--- config.mk ---
export PLATFORM = sky130hd
export DESIGN_NAME = hspp_strap_pins
export DESIGN_NICKNAME = d
export VERILOG_FILES = /design/src/logic/hspp_strap_pins.v
export VERILOG_INCLUDE_DIRS = /design/src /design/src/common
export SDC_FILE = /design/constraint.sdc
export NUM_CORES = 1
export LEC_CHECK = 0
export ABC_AREA = 1
export BUFFER_PORTS_ARGS = -buffer_cell sky130_fd_sc_hd__buf_4
export CAP_MARGIN = 20
export CORE_ASPECT_RATIO = 0.5
export CORE_MARGIN = 1
export CORE_UTILIZATION = 35
export DETAILED_ROUTE_END_ITERATION = 10
export GPL_TIMING_DRIVEN = 0
export HOLD_SLACK_MARGIN = 0.12
export PLACE_DENSITY_LB_ADDON = 0.05
export SYNTH_ARGS = -nofsm -noshare
export SYNTH_HDL_FRONTEND = slang
export SYNTH_SLANG_ARGS = --single-unit
--- constraint.sdc ---
create_clock -name core_clk_in -period 1 [get_ports core_clk_in]
set_input_delay 0.1 -clock core_clk_in [delete_from_list [all_inputs] [get_ports core_clk_in]]
set_output_delay 0.1 -clock core_clk_in [all_outputs]
set_load 0.05 [all_outputs]
--- src/common/hspp_consts.vh ---
// Constants for the hub strap latch and port power pin block
`ifndef HSPP_CONSTS_VH
`define HSPP_CONSTS_VH
`define HSPP_NPORTS         4
`define HSPP_STRAP_RST      1'b1
`define HSPP_CHG_RST        4'h0
`define HSPP_ADDR_BIT1      1
`define HSPP_MODE_I2C       1'b1
`define HSPP_MODE_SMBUS     1'b0
`define HSPP_ACP_ALL        2'h0
`define HSPP_ACP_HIGH_ONLY  2'h1
`define HSPP_ACP_OFF        2'h2
`endif

--- src/logic/hspp_strap_pins.v ---
// Strap latching and shared pin muxing for downstream port power and serial mode
`timescale 1ns/1ps
`include "hspp_consts.vh"
// ****************************************
// Notes for integrators
// ****************************************
// Timing after reset release:
//   edge 1 captures every strap level once
//   edge 2 raises the run flag and turns the power pins to outputs, the status pins only with their enable high
//   edge 3 shows the first registered fault values; power is registered from edge 2
// Faults seen before edge 3 are ignored on purpose: the strap
// pins are still being read as inputs and must not be driven from inside.
// Limitations:
//   The strap levels are taken as settled at the release of reset; the board
//   pull resistors must have charged the pins by then, there is no filter.
//   Charge straps need full power management strapped on; that is the
//   board's duty and is not checked here.
//   Ganged power uses one shared request and one shared fault flag, so a
//   fault on any pin sets every port's overcurrent flag together.
//
module hspp_strap_pins (
  // Clock and reset
  input  wire       core_clk_in,
  input  wire       rst_n_in,
  // Port power switch pins, shared with charge straps
  input  wire [3:0] port_power_switch_ctl_in,
  output reg  [3:0] port_power_switch_ctl_out,
  output wire [3:0] port_power_switch_ctl_oe_n_out,
  // Overcurrent inputs, active low
  input  wire [3:0] supply_fault_n_in,
  // Shared strap and status pins
  input  wire       smbus_select_n_in,
  output reg        smbus_select_n_out,
  output wire       smbus_select_n_oe_n_out,
  input  wire       full_power_mgmt_n_in,
  output reg        full_power_mgmt_n_out,
  output wire       full_power_mgmt_n_oe_n_out,
  input  wire       power_ctl_polarity_in,
  input  wire       gang_power_strap_in,
  input  wire       auto_charge_enable_n_in,
  // Hub core side
  input  wire [3:0] port_power_req_in,
  input  wire       status_output_enable_in,
  input  wire       ss_suspend_in,
  input  wire       superspeed_link_flag_in,
  // Latched configuration and status
  output wire [3:0] charge_capable_out,
  output wire       i2c_master_mode_out,
  output wire       smbus_slave_mode_out,
  output wire       smbus_addr_bit1_strap_out,
  output wire       power_switching_en_out,
  output wire       ganged_mode_out,
  output wire       auto_charge_en_out,
  output wire [1:0] charge_profile_sel_out,
  output reg  [3:0] port_overcurrent_out
);

  // ****************************************
  // Strap capture
  // ****************************************
  reg       cap_done_q;
  reg [3:0] chg_q;
  reg       smbus_n_q;
  reg       fpm_n_q;
  reg       pol_q;
  reg       gang_q;
  reg       auto_n_q;
  reg       run_q;

  // Captured on the first edge after release, never again; async reset loads constants only
  always @(posedge core_clk_in or negedge rst_n_in) begin
    if (!rst_n_in) begin
      cap_done_q <= 1'b0;
      chg_q      <= `HSPP_CHG_RST;
      smbus_n_q  <= `HSPP_STRAP_RST;
      fpm_n_q    <= `HSPP_STRAP_RST;
      pol_q      <= `HSPP_STRAP_RST;
      gang_q     <= 1'b0;
      auto_n_q   <= `HSPP_STRAP_RST;
    end else if (!cap_done_q) begin
      cap_done_q <= 1'b1;
      chg_q      <= port_power_switch_ctl_in;
      smbus_n_q  <= smbus_select_n_in;
      fpm_n_q    <= full_power_mgmt_n_in;
      pol_q      <= power_ctl_polarity_in;
      gang_q     <= gang_power_strap_in;
      auto_n_q   <= auto_charge_enable_n_in;
    end
  end

  // Pins turn to outputs one cycle after capture so the strap level is never self-driven
  always @(posedge core_clk_in or negedge rst_n_in) begin
    if (!rst_n_in)
      run_q <= 1'b0;
    else
      run_q <= cap_done_q;
  end

  // ****************************************
  // Configuration decode
  // ****************************************
  assign charge_capable_out        = chg_q;
  assign i2c_master_mode_out       = run_q & (smbus_n_q == `HSPP_MODE_I2C);
  assign smbus_slave_mode_out      = run_q & (smbus_n_q == `HSPP_MODE_SMBUS);
  assign smbus_addr_bit1_strap_out = ~smbus_n_q & fpm_n_q;
  assign power_switching_en_out    = ~fpm_n_q;
  assign ganged_mode_out           = ~fpm_n_q & gang_q;
  assign auto_charge_en_out        = ~auto_n_q;
  // All DIVIDER_CHARGE_PROFILE modes bit shares the full power strap level
  assign charge_profile_sel_out    = auto_n_q ? `HSPP_ACP_OFF :
                                     (fpm_n_q ? `HSPP_ACP_HIGH_ONLY
                                              : `HSPP_ACP_ALL);

  // ****************************************
  // Overcurrent and power switch outputs
  // ****************************************
  // Any single fault pin may carry the shared ganged flag; unused pins idle
  // high through their pull-ups, so a plain AND of the levels is enough
  wire       any_fault  = ~&supply_fault_n_in;
  // Any request powers every switch when the ports are ganged
  wire       any_req    = |port_power_req_in;
  // Faults only count once the pins run and power switching is strapped on
  wire       fault_gate = run_q & ~fpm_n_q;
  wire [3:0] oc_d;
  wire [3:0] pwr_d;

  // Per-port next values; each port sees its own pins or the shared terms
  genvar gi;
  generate
    for (gi = 0; gi < `HSPP_NPORTS; gi = gi + 1) begin : g_port
      // Active low fault pin turned into an active high flag
      wire fault_raw = ~supply_fault_n_in[gi];
      // Ganged mode takes the shared fault flag instead
      wire fault_sel = gang_q ? any_fault : fault_raw;
      // Requested power, ganged or individual
      wire pwr_on    = gang_q ? any_req : port_power_req_in[gi];
      assign oc_d[gi]  = fault_gate & fault_sel;
      // Polarity strap inverts the pin for active low switches
      assign pwr_d[gi] = (pwr_on & ~fpm_n_q) ^ ~pol_q;
    end
  endgenerate

  // Registered so the fault flags never glitch with the pin levels
  always @(posedge core_clk_in or negedge rst_n_in) begin
    if (!rst_n_in)
      port_overcurrent_out <= 4'h0;
    else
      port_overcurrent_out <= oc_d;
  end

  // Switch enables come from flip-flops; power stays off while switching is strapped off
  always @(posedge core_clk_in or negedge rst_n_in) begin
    if (!rst_n_in)
      port_power_switch_ctl_out <= 4'h0;
    else
      port_power_switch_ctl_out <= pwr_d;
  end

  // Power pins are read as charge straps until the run flag rises
  assign port_power_switch_ctl_oe_n_out = {4{~run_q}};

  // ****************************************
  // Status outputs on shared strap pins
  // ****************************************
  always @(posedge core_clk_in or negedge rst_n_in) begin
    if (!rst_n_in) begin
      smbus_select_n_out    <= 1'b0;
      full_power_mgmt_n_out <= 1'b0;
    end else begin
      smbus_select_n_out    <= ss_suspend_in;
      full_power_mgmt_n_out <= superspeed_link_flag_in;
    end
  end
  // Status drive needs both the run flag and the enable; with the enable low
  // the pins stay inputs so the board pulls keep their strap levels visible
  wire sts_drive = run_q & status_output_enable_in;
  assign smbus_select_n_oe_n_out    = ~sts_drive;
  assign full_power_mgmt_n_oe_n_out = ~sts_drive;

endmodule // hspp_strap_pins

==> summary.md <==
| Metric | Value |
|---|---|
| Failing checks | `negative setup slack` |
| Fin crit period | `1.23 ns` |
| Final Power | `2540 uW` |
| Maxcap violations | `0` |
| Yosys reg bits | `21` |
| H-tree depth | `1` |
| Post-place setup slack | `-0.133 ns` |
| Layout cells sized above 1 | `60.9%` |
| Yosys top cell area share | `44.3%` |
| RSZ-0062 raised after global routing | `true` |
| Area grow syn2layout | `89.4%` |
| IO buf count | `49` |
| ANT nets after route | `0` |
| WL/cell | `10.1 um` |
| Ports | `50` |
| Fin area | `1820 um2` |
| Post-placement cell area | `1410 um2` |
| DRT iter0 DRCs | `26` |
| Hold worst-path end | `port_overcurrent_out[2]$_DFF_PN0_` |
| Fin crit share | `123%` |
| DRC errors left | `0` |
| Setup crit start kind | `register` |
| Vias per cell | `4.02` |
| N_diodes | `0` |
| Die Outline Area | `2970 um2` |
| Core Area | `2400 um2` |
| Syn Inst Count | `97` |
| Fin util | `75.7%` |
| Leak | `0.000907 uW` |
| Setup ws final | `-0.233 ns` |
| GRT Residual Overflow | `0` |
| Placed Instances | `181` |
| R2R depth | `5` |
| Die X-Extent | `76.1 um` |
| FP Rows | `12` |
| Reg clk slew, reported paths | `0.07 ns` |
| Power per cell area | `1390 nW/um2` |
| CTS tree | `built` |
| Worst vdd ir | `1.04 mV` |
| Pin count of the biggest net entering global routing | `22` |
| Avg Inst Size Synth | `9.89 um2` |
| Vias in the first global route | `799` |
| Max-slew violation count | `0` |
| Most common cell after layout, fill and taps aside | `buf_4` |
| Initial antenna violation count | `0` |
| Seq/Total Area, Yosys | `55.3%` |
| Most frequent cells in the layout | `48 x buf_4, 16 x dfrtp_1, 14 x nand2_1` |
| FF-to-FF End | `port_overcurrent_out[1]$_DFF_PN0_` |
| Critical Path RT | `0.90 ns` |
| WHS Path Cells | `4` |
| Min-Delay Path Class | `primary input to register` |
| Die H | `39.0 um` |
| Synth top area cells | `dfrtp_1 44%, dfstp_2 11%, nor2_2 9.1%` |
| Drt pass-1 iters | `2` |
| Routed wire length | `2.12 mm` |
| CP startpoint | `run_q$_DFF_PN0_` |
| Net count after synthesis | `119` |
| DP Wirelength | `1.41 mm` |
| Status | `complete, but fails checks` |
| Cell area after synthesis | `960 um2` |
| Yosys top cell by area | `dfrtp_1` |
| Latest clock arrival within the worst-skew pair | `0.25 ns` |
| Layout Nets | `197` |
| Root Buffer Master | `clkbuf_8` |
| Vias | `841` |
| TritonCTS Sinks | `21` |
| First-pass GRT wire length | `3.44 mm` |
| Count of unique library cells instantiated by Yosys | `16` |
| Clock Tree Buf Depth | `2` |
| Total CTS buffers | `3` |
| Min-delay src | `supply_fault_n_in[2]` |
| Initial Utilization | `39.9%` |
| Fmax | `0.811 GHz` |
| Critical path type | `register to primary output` |
| All-layer global routing usage | `15.7%` |
| Reg2Reg Launch Point | `fpm_n_q$_DFFE_PN1N_` |
| CP arrival | `1.13 ns` |
| Worst setup EP type | `primary output` |
| Worst clock skew | `0.00225 ns` |
| Final setup fails | `22` |
| Final-report hold violation count | `0` |
| Final std cells w/o fill | `209` |
| Yosys warning total | `0` |
| GPL Wtd Cong | `0.733` |
| CP Max Fanout | `6` |
| FF-to-FF setup slack | `-0.07 ns` |
==> critical path: stages (launching register included) <==
cell and delay, ns:
dfrtp_1 0.39, clkinvlp_4 0.18, buf_4 0.17, buf_6 0.14
==> registers in the layout (all words and copies together), names as in the netlist <==
signal / cells
smbus_select_n_out: 1
cap_done_q: 1
fpm_n_q: 1
full_power_mgmt_n_out: 1
charge_capable_out: 4
port_power_switch_ctl_out: 4
pol_q: 1
auto_n_q: 1
gang_q: 1
run_q: 1
smbus_n_q: 1
port_overcurrent_out: 4
==> power by group <==
group	total, uW	internal [uW]	switching [uW]
registers	988	939	49.7
logic	1020	434	587
clock network	526	283	243
==> cells in the mapped netlist <==
master / number
mux2_4: 2
conb_1: 1
o21ai_2: 1
nand3_1: 5
buf_6: 2
nand2_1: 15
buf_4: 5
inv_1: 9
a21oi_1: 4
nor2_1: 13
inv_2: 1
nand3_4: 1
dfstp_2: 4
nor2_2: 14
dfrtp_1: 17
mux2_2: 3
==> final cells by class <==
type | instances | area, um2
inverter | 10 | 43.8
clock buffer | 4 | 45.0
buffer | 7 | 67.6
fill | 175 | 584
timing repair buffer | 73 | 682
sequential | 21 | 532
tap | 35 | 43.8
multi-input combinational | 59 | 404
==> cell families (layout without fill, tap and decap cells) <==
| logic type | Yosys count | count (layout) | synth area share, % |
|---|---|---|---|
| simple gates | 48 | 48 | 24.5 |
| flops | 21 | 21 | 55.3 |
| buf+inv | 17 | 94 | 10.2 |
| compound gates | 5 | 5 | 3.00 |
| mux | 5 | 5 | 6.65 |
| other cells | 1 | 1 | 0.391 |
==> layer usage <==
| layer | up-vias | track usage [%] | share of wire, % |
|---|---|---|---|
| met5 | - | 0 | 0 |
| met1 | 372 | 16.9 | 42 |
| met2 | 24 | 32.0 | 53 |
| li1 | 445 | - | - |
| met4 | 0 | 1.44 | 0 |
| met3 | 0 | 5.65 | 5.2 |
==> worst max-delay path by stage <==
stage / slack (ns) / cells past startpoint / end
detailed placement: -0.13 / 3 / charge_profile_sel_out[0]
finish: -0.23 / 3 / port_power_switch_ctl_oe_n_out[3]
floorplan: -0.18 / 2 / smbus_slave_mode_out
global placement: -0.13 / 3 / charge_profile_sel_out[0]
CTS: -0.24 / 3 / i2c_master_mode_out
global route: -0.29 / 3 / port_power_switch_ctl_oe_n_out[3]
==> stage by stage <==
| step | setup TNS, ns | hold slack (ns) |
|---|---|---|
| 2_1_floorplan | -1.57 | -0.196 |
| 3_3_place_gp | -0.485 | -0.00736 |
| 3_5_place_dp | -0.561 | -0.00870 |
| 4_1_cts | -2.99 | 0.137 |
| 5_1_grt | -4.25 | 0.158 |
| 6_report | -3.05 | 0.121 |
==> what timing repair did <==
| action | 4_1_cts | 5_1_grt |
|---|---|---|
| hold endpoints to repair | 32 | 0 |
| hold buffers | 12 | 0 |
| resized for setup | 31 | 3 |
| buffers inserted | 6 | 5 |
| pin swaps | 7 | 2 |
| endpoints found under the setup margin | 21 | 23 |
| gates cloned | 1 | 0 |
(Power assumes the default switching activity.)
